`src/kbc_mailbox_params.svh`:
```
// constants for the keyboard-controller host mailbox
`ifndef KBC_MAILBOX_PARAMS_SVH
`define KBC_MAILBOX_PARAMS_SVH
`define KBC_ADDR_DATA      8'h60
`define KBC_ADDR_CMD       8'h64
`define KBC_ST_OBF_POS     0
`define KBC_ST_IBF_POS     1
`define KBC_ST_CD_POS      3
`define KBC_ST_RESET       8'h00
`define KBC_ST_UD_MASK     8'hf4
`define KBC_CLK_NS         25
`define KBC_HOLD_NS        500
`define KBC_HOLD_CYC       ((`KBC_HOLD_NS + `KBC_CLK_NS - 1) / `KBC_CLK_NS)
`define KBC_FIFO_DEPTH     4
`endif

```
`src/kbc_mailbox_pkg.sv`:
```
// types for the keyboard-controller host mailbox
package kbc_mailbox_pkg;
    typedef logic [7:0] byte_t;
    typedef enum logic [1:0] {
        PWR_RUN  = 2'b00,
        PWR_SOFT = 2'b01,
        PWR_HARD = 2'b11
    } pwr_state_t;
endpackage : kbc_mailbox_pkg
```
`src/kbc_fifo.sv`:
```
// small synchronous fifo with valid/ready on both sides
`timescale 1ns/1ps
module kbc_fifo #(
    parameter int WIDTH = 8,
    parameter int DEPTH = 4
) (
    input  wire logic             clk_sys,
    input  wire logic             resetn,
    input  wire logic             clkEn,
    input  wire logic [WIDTH-1:0] inData,
    input  wire logic             inValid,
    output logic                  inReady,
    output logic [WIDTH-1:0]      outData,
    output logic                  outValid,
    input  wire logic             outReady
);
    localparam int AW = $clog2(DEPTH);
    logic [WIDTH-1:0] mem [DEPTH];
    logic [AW-1:0]    wrPtr_r;
    logic [AW-1:0]    rdPtr_r;
    logic [AW:0]      count_r;
    logic             push;
    logic             pop;

    // ==========================================================
    // handshake
    assign inReady  = (count_r != (AW+1)'(DEPTH));
    assign outValid = (count_r != '0);
    assign push     = clkEn && inValid && inReady;
    assign pop      = clkEn && outValid && outReady;
    assign outData  = mem[rdPtr_r];

    // storage has no reset; only pointers and count need one
    always_ff @(posedge clk_sys) begin
        if (push) begin
            mem[wrPtr_r] <= inData;
        end
    end

    // pointers wrap at depth
    always_ff @(posedge clk_sys or negedge resetn) begin
        if (!resetn) begin
            wrPtr_r <= '0;
            rdPtr_r <= '0;
            count_r <= '0;
        end else begin
            if (push) begin
                wrPtr_r <= (wrPtr_r == AW'(DEPTH-1)) ? '0 : wrPtr_r + 1'b1;
            end
            if (pop) begin
                rdPtr_r <= (rdPtr_r == AW'(DEPTH-1)) ? '0 : rdPtr_r + 1'b1;
            end
            count_r <= count_r + (AW+1)'(push) - (AW+1)'(pop);
        end
    end
endmodule : kbc_fifo

```
`src/kbc_host_mailbox_port.sv`:
```
// keyboard-controller host mailbox: host i/o port, cpu port, pins, powerdown
`timescale 1ns/1ps
`include "kbc_mailbox_params.svh"

module kbc_host_mailbox_port
    import kbc_mailbox_pkg::*;
#(
    parameter int HOLD_CYC   = `KBC_HOLD_CYC,
    parameter int FIFO_DEPTH = `KBC_FIFO_DEPTH
) (
    input  wire logic                  clk_sys,
    input  wire logic                  resetn,
    input  wire logic                  clkEn,
    // host i/o port
    input  wire logic [7:0]            hostAddr,
    input  wire logic                  hostWr,
    input  wire logic                  hostRd,
    input  wire kbc_mailbox_pkg::byte_t hostWrData,
    output kbc_mailbox_pkg::byte_t     hostRdData,
    output logic                       hostWrReady,
    // embedded cpu side
    input  wire logic                  cpuDataWr,
    input  wire kbc_mailbox_pkg::byte_t cpuWrData,
    input  wire logic                  cpuDataRd,
    output kbc_mailbox_pkg::byte_t     cpuRdData,
    output logic                       cpuInValid,
    input  wire logic                  cpuStatusWr,
    input  wire logic                  cpuEnFlags,
    input  wire kbc_mailbox_pkg::byte_t port1Out,
    input  wire kbc_mailbox_pkg::byte_t port2Out,
    input  wire logic                  port1OpenDrain,
    input  wire logic                  cpuHalt,
    input  wire logic                  cpuStop,
    input  wire logic                  ibfIntEnable,
    input  wire logic                  timerOverflow,
    output logic                       aluClkEn,
    output logic                       oscEn,
    output logic                       wakeVector,
    output logic                       fetchRestart,
    output logic                       cpuIntIbf,
    output logic                       cpuIntTimer,
    // system outputs
    output logic                       kbd_irq_out,
    output logic                       aux_irq_out,
    output logic                       a20_gate_out,
    // port1 bits 7,6,2 pins
    output logic [2:0]                 port1PinOut,
    output logic [2:0]                 port1PinOe,
    // open-drain keyboard/mouse pins, order kbclk, kbdat, mclk, mouse_data_pin
    input  wire logic [3:0]            kmPinIn,
    output logic [3:0]                 kmPinOut,
    output logic [3:0]                 kmPinOe,
    output logic                       test_input_zero,
    output logic                       test_input_one,
    output logic                       port1_bit0,
    output logic                       port1_bit1
);
    // ==========================================================
    // state
    byte_t      outData_r;
    byte_t      status_r;
    byte_t      statusView;
    logic       flagsEn_r;
    pwr_state_t pwr_r;
    logic       wakeVector_r;
    logic       fetchRestart_r;
    logic       hostWrite;
    logic       hostDataRead;
    logic       fifoOutValid;
    byte_t      fifoOutData;
    logic [2:0] pinSet_r;
    logic [4:0] holdCnt_r [3];

    assign hostWrite    = clkEn && hostWr && hostWrReady
                          && (hostAddr == `KBC_ADDR_DATA || hostAddr == `KBC_ADDR_CMD);
    assign hostDataRead = clkEn && hostRd && (hostAddr == `KBC_ADDR_DATA);

    // ==========================================================
    // input path: host bytes queue for the cpu; host stalls when full
    kbc_fifo #(.WIDTH(8), .DEPTH(FIFO_DEPTH)) u_in_fifo (
        .clk_sys  (clk_sys),
        .resetn   (resetn),
        .clkEn    (clkEn),
        .inData   (hostWrData),
        .inValid  (hostWrite),
        .inReady  (hostWrReady),
        .outData  (fifoOutData),
        .outValid (fifoOutValid),
        .outReady (cpuDataRd)
    );
    assign cpuRdData  = fifoOutData;
    assign cpuInValid = fifoOutValid;

    // ==========================================================
    // host read mux, purely combinational so status read has no effect
    always_comb begin
        if (hostAddr == `KBC_ADDR_CMD) begin
            hostRdData = statusView;
        end else if (hostAddr == `KBC_ADDR_DATA) begin
            hostRdData = outData_r;
        end else begin
            hostRdData = 8'h00;
        end
    end

    // output data register
    always_ff @(posedge clk_sys or negedge resetn) begin
        if (!resetn) begin
            outData_r <= 8'h00;
        end else if (clkEn && cpuDataWr) begin
            outData_r <= cpuWrData;
        end
    end

    // gating enable latched once firmware asks for it
    always_ff @(posedge clk_sys or negedge resetn) begin
        if (!resetn) begin
            flagsEn_r <= 1'b0;
        end else if (clkEn && cpuEnFlags) begin
            flagsEn_r <= 1'b1;
        end
    end

    // ==========================================================
    // status register; sets win over clears in the same cycle
    always_ff @(posedge clk_sys or negedge resetn) begin
        if (!resetn) begin
            status_r <= `KBC_ST_RESET;
        end else if (clkEn) begin
            if (cpuStatusWr) begin
                status_r <= (status_r & ~`KBC_ST_UD_MASK)
                            | (cpuWrData & `KBC_ST_UD_MASK);
            end
            if (cpuDataWr) begin
                status_r[`KBC_ST_OBF_POS] <= 1'b1;
            end else if (hostDataRead && flagsEn_r) begin
                status_r[`KBC_ST_OBF_POS] <= 1'b0;
            end
            if (hostWrite) begin
                status_r[`KBC_ST_CD_POS] <= hostAddr[2];
            end
        end
    end

    // input-full is the fifo occupancy itself, so it never lags a push or a pop
    always_comb begin
        statusView                  = status_r;
        statusView[`KBC_ST_IBF_POS] = fifoOutValid;
    end

    // ==========================================================
    // interrupt outputs
    always_comb begin
        if (flagsEn_r) begin
            kbd_irq_out = port2Out[4] & status_r[`KBC_ST_OBF_POS];
            aux_irq_out = port2Out[5] & ~statusView[`KBC_ST_IBF_POS];
        end else begin
            kbd_irq_out = port2Out[4];
            aux_irq_out = port2Out[5];
        end
    end
    assign a20_gate_out = port2Out[1];

    // only these two reach the embedded core
    assign cpuIntIbf   = ibfIntEnable & statusView[`KBC_ST_IBF_POS];
    assign cpuIntTimer = timerOverflow;

    // ==========================================================
    // port1 pins: one pulse stretcher per pin; no input/invert path exists
    localparam int P1_IDX [3] = '{7, 6, 2};
    for (genvar i = 0; i < 3; i++) begin : g_p1pin
        always_ff @(posedge clk_sys or negedge resetn) begin
            if (!resetn) begin
                pinSet_r[i]  <= 1'b0;
                holdCnt_r[i] <= 5'h00;
            end else if (clkEn) begin
                pinSet_r[i] <= port1Out[P1_IDX[i]];
                if (port1Out[P1_IDX[i]] && !pinSet_r[i] && !port1OpenDrain) begin
                    holdCnt_r[i] <= 5'(HOLD_CYC);
                end else if (!port1Out[P1_IDX[i]] || port1OpenDrain) begin
                    holdCnt_r[i] <= 5'h00;
                end else if (holdCnt_r[i] != 5'h00) begin
                    holdCnt_r[i] <= holdCnt_r[i] - 5'h01;
                end
            end
        end
        // drive low for 0; in push-pull a fresh 1 drives high at once, before the stretcher
        // has seen it, so the pin never floats between the low and the pulse
        assign port1PinOut[i] = port1Out[P1_IDX[i]];
        assign port1PinOe[i]  = !port1Out[P1_IDX[i]]
                                || (!port1OpenDrain
                                    && (holdCnt_r[i] != 5'h00 || !pinSet_r[i]));
    end

    // ==========================================================
    // keyboard/mouse open-drain pins: a port bit of 1 pulls the pin low
    assign kmPinOut        = 4'h0;
    assign kmPinOe         = {port2Out[6], port2Out[7], port2Out[3], port2Out[2]};
    assign test_input_zero = kmPinIn[3];
    assign port1_bit0      = kmPinIn[2];
    assign test_input_one  = kmPinIn[1];
    assign port1_bit1      = kmPinIn[0];

    // ==========================================================
    // powerdown; a host byte wakes either mode, reset restarts at 0
    always_ff @(posedge clk_sys or negedge resetn) begin
        if (!resetn) begin
            pwr_r          <= PWR_RUN;
            wakeVector_r   <= 1'b0;
            fetchRestart_r <= 1'b1;
        end else if (clkEn) begin
            fetchRestart_r <= 1'b0;
            wakeVector_r   <= 1'b0;
            unique case (pwr_r)
                PWR_RUN: begin
                    if (cpuStop) begin
                        pwr_r <= PWR_HARD;
                    end else if (cpuHalt) begin
                        pwr_r <= PWR_SOFT;
                    end
                end
                PWR_SOFT, PWR_HARD: begin
                    if (hostWrite) begin
                        pwr_r        <= PWR_RUN;
                        wakeVector_r <= ibfIntEnable;
                    end
                end
                default: pwr_r <= PWR_RUN;
            endcase
        end
    end
    assign aluClkEn     = (pwr_r == PWR_RUN);
    assign oscEn        = (pwr_r != PWR_HARD);
    assign wakeVector   = wakeVector_r;
    assign fetchRestart = fetchRestart_r;

    // ==========================================================
    // checks
    property p_obfSet;
        @(posedge clk_sys) disable iff (!resetn)
        (clkEn && cpuDataWr) |=> status_r[`KBC_ST_OBF_POS];
    endproperty
    a_obfSet: assert property (p_obfSet) else $error("output-full not set");

    property p_cdBit;
        @(posedge clk_sys) disable iff (!resetn)
        hostWrite |=> status_r[`KBC_ST_CD_POS] == $past(hostAddr[2]);
    endproperty
    a_cdBit: assert property (p_cdBit) else $error("command bit wrong");

    property p_ibfSet;
        @(posedge clk_sys) disable iff (!resetn)
        hostWrite |=> statusView[`KBC_ST_IBF_POS];
    endproperty
    a_ibfSet: assert property (p_ibfSet) else $error("input-full not set");

    property p_obfClr;
        @(posedge clk_sys) disable iff (!resetn)
        (hostDataRead && flagsEn_r && !cpuDataWr) |=> !kbd_irq_out;
    endproperty
    a_obfClr: assert property (p_obfClr) else $error("irq not cleared");

    property p_kbdGate;
        @(posedge clk_sys) disable iff (!resetn)
        !port2Out[4] |-> !kbd_irq_out;
    endproperty
    a_kbdGate: assert property (p_kbdGate) else $error("kbd irq not forced low");

    property p_auxFollow;
        @(posedge clk_sys) disable iff (!resetn)
        !flagsEn_r |-> aux_irq_out == port2Out[5];
    endproperty
    a_auxFollow: assert property (p_auxFollow) else $error("aux irq mismatch");

    property p_statusRead;
        @(posedge clk_sys) disable iff (!resetn)
        (clkEn && hostRd && hostAddr == `KBC_ADDR_CMD && !cpuDataWr && !cpuDataRd
         && !hostWrite && !cpuStatusWr) |=> $stable(status_r);
    endproperty
    a_statusRead: assert property (p_statusRead) else $error("status read side effect");

    property p_kmPins;
        @(posedge clk_sys) disable iff (!resetn)
        port2Out[6] |-> kmPinOe[3] && !kmPinOut[3];
    endproperty
    a_kmPins: assert property (p_kmPins) else $error("kb clock pin not low");

    property p_kbdFollow;
        @(posedge clk_sys) disable iff (!resetn)
        !flagsEn_r |-> kbd_irq_out == port2Out[4];
    endproperty
    a_kbdFollow: assert property (p_kbdFollow) else $error("kbd irq not following");

    property p_auxGate;
        @(posedge clk_sys) disable iff (!resetn)
        (flagsEn_r && port2Out[5]) |-> aux_irq_out == !statusView[`KBC_ST_IBF_POS];
    endproperty
    a_auxGate: assert property (p_auxGate) else $error("aux irq not inverse full");

    property p_odRelease;
        @(posedge clk_sys) disable iff (!resetn)
        port1OpenDrain |-> port1PinOe == ~{port1Out[7], port1Out[6], port1Out[2]};
    endproperty
    a_odRelease: assert property (p_odRelease) else $error("open-drain pin driven");

    property p_wakeRun;
        @(posedge clk_sys) disable iff (!resetn)
        (pwr_r != PWR_RUN && hostWrite) |=> aluClkEn && oscEn;
    endproperty
    a_wakeRun: assert property (p_wakeRun) else $error("host byte did not wake");

    property p_outData;
        @(posedge clk_sys) disable iff (!resetn)
        (clkEn && cpuDataWr) |=> outData_r == $past(cpuWrData);
    endproperty
    a_outData: assert property (p_outData) else $error("output byte not loaded");

    property p_stopOsc;
        @(posedge clk_sys) disable iff (!resetn)
        (clkEn && aluClkEn && cpuStop) |=> !oscEn;
    endproperty
    a_stopOsc: assert property (p_stopOsc) else $error("oscillator not stopped");
endmodule : kbc_host_mailbox_port

```
`config.mk`:
```
export PLATFORM = sky130hd
export DESIGN_NAME = kbc_host_mailbox_port
export DESIGN_NICKNAME = d
export VERILOG_FILES = /design/src/kbc_mailbox_pkg.sv /design/src/kbc_fifo.sv /design/src/kbc_host_mailbox_port.sv
export VERILOG_INCLUDE_DIRS = /design/src
export SDC_FILE = /design/constraint.sdc
export NUM_CORES = 1
export LEC_CHECK = 0
export BUFFER_PORTS_ARGS = -buffer_cell sky130_fd_sc_hd__buf_2
export CAP_MARGIN = 30
export CORE_MARGIN = 4
export CORE_UTILIZATION = 52
export DETAILED_ROUTE_END_ITERATION = 6
export HOLD_SLACK_MARGIN = 0.1
export PLACE_DENSITY = 0.79
export SLEW_MARGIN = 5
export SYNTH_ARGS = -nofsm -noshare
export SYNTH_HDL_FRONTEND = slang
export SYNTH_SLANG_ARGS = --single-unit
```
`constraint.sdc`:
```
create_clock -name clk_sys -period 2.7 [get_ports clk_sys]
set_clock_uncertainty 0.1 [all_clocks]
set_input_delay 0.135 -clock clk_sys [delete_from_list [all_inputs] [get_ports clk_sys]]
set_output_delay 0.135 -clock clk_sys [all_outputs]
set_load 0.01 [all_outputs]
```
==> summary.md, run 1 <==
| Metric | Value |
|---|---|
| Number of placement rows | 30 |
| ANT nets after route | 0 |
| Cts bufs inserted | 9 |
| Crit-path cells | or3_4 -> nand3_1 -> inv_1 -> ha_1 -> inv_1 -> ha_1 -> inv_1 -> fa_1 -> xnor2_1 -> xnor2_1 |
| Pwr Total | 0.00304 W |
| Worst-path fanout max | 5 |
| Fin nets | 460 |
| DR iter-0 viols | 131 |
| ANT cells | 0 |
| Status | complete, no violations |
| Final Hold Viols | 0 |
| Unique cell type count in the Yosys netlist | 53 |
| Post-Syn Area | approximately 3800 um^2 |
| Grt ovf | 0 |
| Reg2reg setup slack | 0.12 ns |
| Leakage Power | 2.00 nW |
| Clock slew at reported path FFs | 0.08 ns |
| Largest net degree at the start of global routing | 36 |
| HPWL Detailed | 5380 um |
| Share of layout cells above drive strength 1 | about a third |
| Final Slew Violations | 0 |
| Min cycle time layout | 2.58 ns |
| Max stage delay cell, worst path | dfrtp_1 |
| Total die area | 8680 um^2 |
| Longest Clk Path Bufs | 2 |
| Die Wd | approximately 93 um |
| RSZ-0062 raised after global routing | no |
| Vias in the first global route | around 2,700 |
| CTS tree | done |
| DR vias/cell | about 5.4 |
| Setup crit start kind | flop |
| Sequential fraction of the synthesis area | 55.3% |
| H-Tree Depth | 3 |
| Initial antenna violation count | 0 |
| GRT Total Usage | 19.4% |
| Area after DPL | around 4100 um^2 |
| Final WL | 8120 um |
| Critical path class | reg -> reg |
| Worst skew pair latency | between 0.3 and 0.4 ns |
| Critical Path AT | around 2.8 ns |
| TritonCTS sink count | 77 |
| Starting Density | a little over half |
| Worst hold slack | 0.113 ns |
| First-pass GRT wire length | 12,800 um |
| Wire per inst | roughly 17 um |
| Hold Path Depth | 3 |
| Post-CTS Setup Repair Bufs | 0 |
| Fmax | a little under 400 MHz |
| Root Driver | clkbuf_8 |
| Post-Layout Inst Area | 4590 um^2 |
| Async set-reset flop share out of synthesis | 58.4% |
| Port buffer count | 72 |
| # IOs | 103 |
| Post-synth EDFFs | 32 |
| Fin Setup TNS | 0 ns |
| Peak supply drop | between 0.3 and 0.4 mV |
| Non-Filler Instances | 489 |
| Area grow syn2layout | 21.8% |
| Ys Warns | 0 |
| Critical path endpoint category | flop |
| Core area | 6910 um^2 |
| Worst path required time | 2.89 ns |
| Period Utilization, post-route | 95.4% |
| Synth Flop Type | dfrtp_1 |
| Syn Inst Count | 298 |
| R2R cell count | 10 |
| Most used cell, CP | inv_1 |
| #FFs+latches synth | 77 |
| Global placement routability congestion | ~0.81 |
| Max-cap violations | 0 |
| Remaining DRCs | 0 |
| Syn Area/Cell | 12.7 um^2 |
| Die height | 93.2 um |
| Via count | ~2,700 |
| Fillers | 525 |
| Max incr delay on CP | 0.46 ns |
| Power Dens Cells | 662 nW/um^2 |
| Slew headroom | between 50% and 60% |
| HP Class | in -> reg |
| First-pass DRT Iterations | 4 |
| Inst Count DP | 445 |
| Count of final setup violators | 0 |
| Slew @ Worst Pin | 0.615 ns |
## repair_timing
item	in CTS	in global routing
resized for setup	0	1
hold endpoints to repair	99	0
hold buffers	28	0
endpoints found under the setup margin	0	1
## flip-flops by register name, indices dropped and copies added (netlist names)
name / cells
u_in_fifo.mem: 32
holdCnt_r: 15
outData_r: 8
status_r: 7
pinSet_r: 3
u_in_fifo.count_r: 3
pwr_r: 2
u_in_fifo.rdPtr_r: 2
u_in_fifo.wrPtr_r: 2
fetchRestart: 1
flagsEn_r: 1
wakeVector: 1
## placed cells by master, fill, tap and decap left out, drive strengths merged, types with 2 or more instances in the layout
cell type | synthesis | routed
conb | 1 | 4
clkinv | 0 | 3
inv | 22 | 24
clkbuf | 7 | 9
ha | 13 | 13
o22ai | 3 | 3
dfrtp | 44 | 44
nand2 | 11 | 11
dlygate4sd3 | 0 | 28
or3 | 2 | 2
or4b | 3 | 3
xnor2 | 2 | 2
o2bb2ai | 4 | 4
nand2b | 5 | 5
and2 | 5 | 5
nand3 | 2 | 2
a21boi | 2 | 2
o21ai | 18 | 18
a32o | 2 | 2
nor3b | 3 | 3
a21oi | 6 | 6
nor2 | 21 | 21
clkinvlp | 0 | 2
mux2i | 9 | 9
o221ai | 2 | 2
nand3b | 4 | 4
a22o | 4 | 4
or3b | 2 | 2
mux4 | 8 | 8
mux2 | 18 | 18
o21a | 2 | 2
nor3 | 4 | 4
buf | 20 | 75
edfxtp | 32 | 32
nor2b | 4 | 4
## layout make-up
cell class	instances	area (um^2)	share of cell area [%]
flip-flops and latches	77	2090	45.5
multi-input cells	175	1450	31.5
clock inverters	7	58.8	1.28
clock buffers	9	124	2.70
well taps	96	120	2.61
repair buffers	103	676	14.7
inverters	22	82.6	1.80
## critical path: cells and delay by family, from the launching register on
| kind | cells | cell delay, ns |
|---|---|---|
| adder cells (fa/ha/maj) | 3 | 0.79 |
| AND/OR/NAND/NOR | 2 | 0.60 |
| flip-flops | 1 | 0.46 |
| XOR/XNOR | 2 | 0.36 |
| buffers and inverters | 3 | 0.18 |
## cell families (layout without fill, tap and decap cells)
| kind of cell | count (synthesis) | after routing | share of synthesized area, % |
|---|---|---|---|
| adders and majority gates | 14 | 14 | 4.84 |
| and+or+nand+nor | 70 | 70 | 10.4 |
| AOI/OAI and AO/OA | 50 | 50 | 9.35 |
| xor gates and xnor gates | 2 | 2 | 0.464 |
| muxes | 35 | 35 | 12.7 |
| DFF | 77 | 77 | 55.3 |
| other | 1 | 4 | 0.0994 |
| buffers and inverters | 49 | 141 | 6.80 |
## routing by layer
metal	track usage, %	up-vias	part of all wire (%)
met5	0	-	0
li1	-	1235	-
met3	3.94	25	5.0
met1	22.7	1299	41
met2	32.8	99	51
met4	11.4	0	2.9
## cell usage after synthesis, drive strengths merged (5+ instances only)
cell	n	area [um^2]
o21ai	18	90.1
nor2	21	78.8
nand2b	5	31.3
buf	20	148
dfrtp	44	1100
edfxtp	32	961
mux2	18	210
ha	13	163
nand2	11	41.3
and2	5	31.3
mux2i	9	90.1
a21oi	6	30.0
clkbuf	7	26.3
inv	22	82.6
mux4	8	180
## through the flow
step,utilization [%],setup slack (ns)
after floorplan,-,0.257
after global placement,59.5,0.251
after detailed placement,59.7,0.158
after CTS,66.4,0.0643
after global routing,66.5,0.0108
final,66.5,0.125
## report_power, final
| group | internal, W | switching [W] |
|---|---|---|
| Clock | 0.000344 | 0.000466 |
| Sequential | 0.00132 | 0.000160 |
| Combinational | 0.000411 | 0.000338 |
## path summary, 6_finish.rpt
path                                 startpoint                    to
setup / recovery           u_in_fifo.count_r[2]  u_in_fifo.count_r[2]
hold / removal                            clkEn  u_in_fifo.rdPtr_r[1]
max in group asynchronous                resetn          holdCnt_r[6]
setup reg to reg           u_in_fifo.count_r[2]  u_in_fifo.count_r[2]
min in group asynchronous                resetn          fetchRestart
hold reg to reg                    fetchRestart          fetchRestart
Note: power is estimated with default switching activity, not from simulation.
==> inputs of run 2 (changes only) <==
--- a/config.mk
+++ b/config.mk
@@ -7,11 +7,12 @@
 export NUM_CORES = 1
 export LEC_CHECK = 0
+export ABC_AREA = 1
 export BUFFER_PORTS_ARGS = -buffer_cell sky130_fd_sc_hd__buf_2
 export CAP_MARGIN = 30
 export CORE_MARGIN = 4
-export CORE_UTILIZATION = 52
+export CORE_UTILIZATION = 53
 export DETAILED_ROUTE_END_ITERATION = 6
 export HOLD_SLACK_MARGIN = 0.1
-export PLACE_DENSITY = 0.79
+export PLACE_DENSITY = 0.81
 export SLEW_MARGIN = 5
 export SYNTH_ARGS = -nofsm -noshare
--- a/constraint.sdc
+++ b/constraint.sdc
@@ -3,3 +3,3 @@
 set_input_delay 0.135 -clock clk_sys [delete_from_list [all_inputs] [get_ports clk_sys]]
 set_output_delay 0.135 -clock clk_sys [all_outputs]
-set_load 0.01 [all_outputs]
+set_load 0.02 [all_outputs]
==> run 2 against run 1 <==
Largest power group unchanged. Register-to-register slack improved by 0.35 ns. Global-route usage up 0.87 points. Clock power increased by 3.6%. Critical endpoint unchanged. Final area increased by 2.5%. Largest cell class unchanged.
==> summary.md, run 2 <==
| Metric | Value |
|---|---|
| Critical path class | reg -> reg |
| Ys Warns | 0 |
| Final Slew Violations | 0 |
| Multiplexer area fraction after synthesis | 0.889% |
| Most frequent cells in the layout | buf_2 (72), nand2_1 (70), inv_1 (51) |
| DR iter-0 viols | 163 |
| H-Tree Depth | 3 |
| Crit. Startpoint | u_in_fifo.count_r[2] |
| ANT cells | 0 |
| Largest registers | u_in_fifo.mem: 32 flops, holdCnt_r: 15 flops, outData_r: 8 flops |
| R2R cell count | 8 |
| Post-synthesis adder-cell area fraction | 4.81% |
| Slew headroom | 65.9% |
| Worst Path Buf+Inv | 2 |
| Largest family of logic cells by synthesized area | simple AND/OR/NAND/NOR gates |
| Power Dens Cells | 701 nW/um^2 |
| Area share of the leading cell type in the synthesized netlist | between 20% and 30% |
| ANT nets after route | 0 |
| Final Hold Viols | 0 |
| # IOs | 103 |
| GRT Total Usage | approximately a fifth |
| Simple-gate share of the synthesized area | 16.6% |
| Fmax | 449 MHz |
| Area grow syn2layout | 23.8% |
| Cts repair resizes | 0 |
| R2R Path End | u_in_fifo.count_r[2] |
| Number of placement rows | 30 |
| Longest Clk Path Bufs | 2 |
| Max FFs per register | 32 |
| Reg2reg setup slack | 0.47 ns |
| Vias in the first global route | 2,974 |
| Via count | 3,024 |
| Syn Area/Cell | 9.60 um^2 |
| Fin nets | 570 |
| Synth cell count leaders | nand2_1 (70), inv_1 (51), dfrtp_1 (44), o21ai_0 (44), nor2_1 (37) |
| Max-cap violations | 0 |
| Worst skew pair latency | 0.34 ns |
| Top-count cell post-synth | nand2_1 |
| Grt ovf | 0 |
| Critical path endpoint category | flop |
| Starting Density | 55.3% |
| Unique cell type count in the Yosys netlist | 35 |
| Peak supply drop | approximately 0.39 mV |
| Final WL | 8030 um |
| CTS tree | done |
| First-pass GRT wire length | 13,600 um |
| Top reg by flops | u_in_fifo.mem |
| Worst r2r src | u_in_fifo.count_r[2] |
| Share of layout cells above drive strength 1 | 22.9% |
| Largest net degree at the start of global routing | 29 |
| Period Utilization, post-route | between 80% and 90% |
| HP Class | in -> async |
| HPWL Detailed | 5470 um |
| TritonCTS sink count | 77 |
| Critical path's top delay family | adder cells |
| Port buffer count | 72 |
| Global placement routability congestion | 0.890 |
| XOR/XNOR Fraction of Synth Area | 2.30% |
| Cts bufs inserted | 9 |
| Remaining DRCs | 0 |
| Clock slew at reported path FFs | about 0.080 ns |
| Pwr Total | ~0.0033 W |
| Root Driver | clkbuf_8 |
| Synth Flop Type | dfrtp_1 |
| Wire per inst | 13.4 um |
| Fin Setup TNS | 0 ns |
| Slew @ Worst Pin | 0.510 ns |
| Die height | 92.7 um |
| Crit-path cells | nor3_2 -> nor2_1 -> ha_1 -> inv_1 -> ha_1 -> inv_1 -> fa_1 -> xnor2_1 |
| First-pass DRT Iterations | 5 |
| RSZ-0062 raised after global routing | no |
| Fillers | 519 |
| Worst-path fanout max | 5 |
| Initial antenna violation count | 0 |
| DR vias/cell | roughly 5 |
| Status | complete, no violations |
| Min cycle time layout | 2.23 ns |
| Sequential fraction of the synthesis area | 54.9% |
| Max stage delay cell, worst path | dfrtp_1 |
| Top cells by area, synth | dfrtp_1 (29%), edfxtp_1 (25%), nand2_1 (6.9%) |
| Async set-reset flop share out of synthesis | 58.4% |
| Worst path required time | between 2 and 3 ns |
| Max incr delay on CP | 0.45 ns |
| Count of final setup violators | 0 |
| #FFs+latches synth | 77 |
| Area leader, netlist | dfrtp_1 |
| Leakage Power | 2.22 nW |
| Total die area | 8590 um^2 |
| Critical Path AT | roughly 2.4 ns |
| Compound-Gate Fraction of Synth Area | 10.7% |
| Setup crit start kind | flop |
| Core area | about 6900 um^2 |
| Post-synth EDFFs | 32 |
| Post-Syn Area | 3800 um^2 |
| Die Wd | about 93 um |
| Syn Inst Count | 396 |
| Most common cell after layout, fill and taps aside | buf_2 |
-- run 2: worst max path at each step --
stage                                      end  slack [ns]  depth (start not counted)
after floorplan           u_in_fifo.count_r[2]        0.68                          8
after global placement    u_in_fifo.count_r[2]        0.54                          8
after detailed placement  u_in_fifo.count_r[2]        0.48                          8
after CTS                 u_in_fifo.count_r[2]        0.47                          8
after global routing      u_in_fifo.count_r[2]        0.31                          8
final                     u_in_fifo.count_r[2]        0.47                          8
-- run 2: worst register-to-register path, cell delays in order (launching register included) --
cell and delay, ns:
dfrtp_1 0.45, nor3_2 0.34, nor2_1 0.16, ha_1 0.31, inv_1 0.05, ha_1 0.13
inv_1 0.05, fa_1 0.38, xnor2_1 0.14
-- run 2: repair_timing --
action                    4_1_cts  5_1_grt
hold endpoints to repair      106        0
hold buffers                   32        0
buffers inserted                0        0
-- run 2: cell type report --
cell class	instances	area, um^2	share of cell area [%]
Inverter	54	208	4.41
Sequential cell	77	2090	44.4
Tap cell	96	120	2.55
Clock buffer	9	124	2.63
Multi-Input combinational cell	245	1360	28.8
Timing Repair Buffer	111	746	15.8
Clock inverter	7	66.3	1.41
-- run 2: per-stage QoR --
step	std cells	area, um^2	util, %	setup WS [ns]	hold slack [ns]
global placement	550	4180	60.8	0.539	0.170
floorplan	399	3810	-	0.677	-0.261
CTS	599	4710	68.5	0.470	0.143
finish	599	4710	68.5	0.473	0.163
detailed placement	551	4200	61.1	0.480	0.00544
global route	599	4710	68.5	0.315	0.169
-- run 2: power breakdown --
| group | internal (W) | switching (W) | total, W |
|---|---|---|---|
| clock | 0.000420 | 0.000418 | 0.000839 |
| sequential | 0.00133 | 0.000109 | 0.00144 |
| combinational | 0.000383 | 0.000642 | 0.00102 |
| total | 0.00213 | 0.00117 | 0.00330 |
-- run 2: cell families after synthesis --
family                   count (synthesis)
AO/OA/AOI/OAI                           72
XOR/XNOR                                10
adder cells (fa/ha/maj)                 14
buffers and inverters                   77
flip-flops                              77
multiplexers                             3
other                                    1
AND/OR/NAND/NOR                        142
-- run 2: per-layer routing --
layer	wire, um	up-vias	share of wire [%]	track usage (%)
li1	-	1481	-	-
met1	3340	1440	42	24.6
met2	4150	92	52	34.9
met3	415	11	5.2	4.71
met4	119	0	1.5	7.69
met5	0	-	0	0
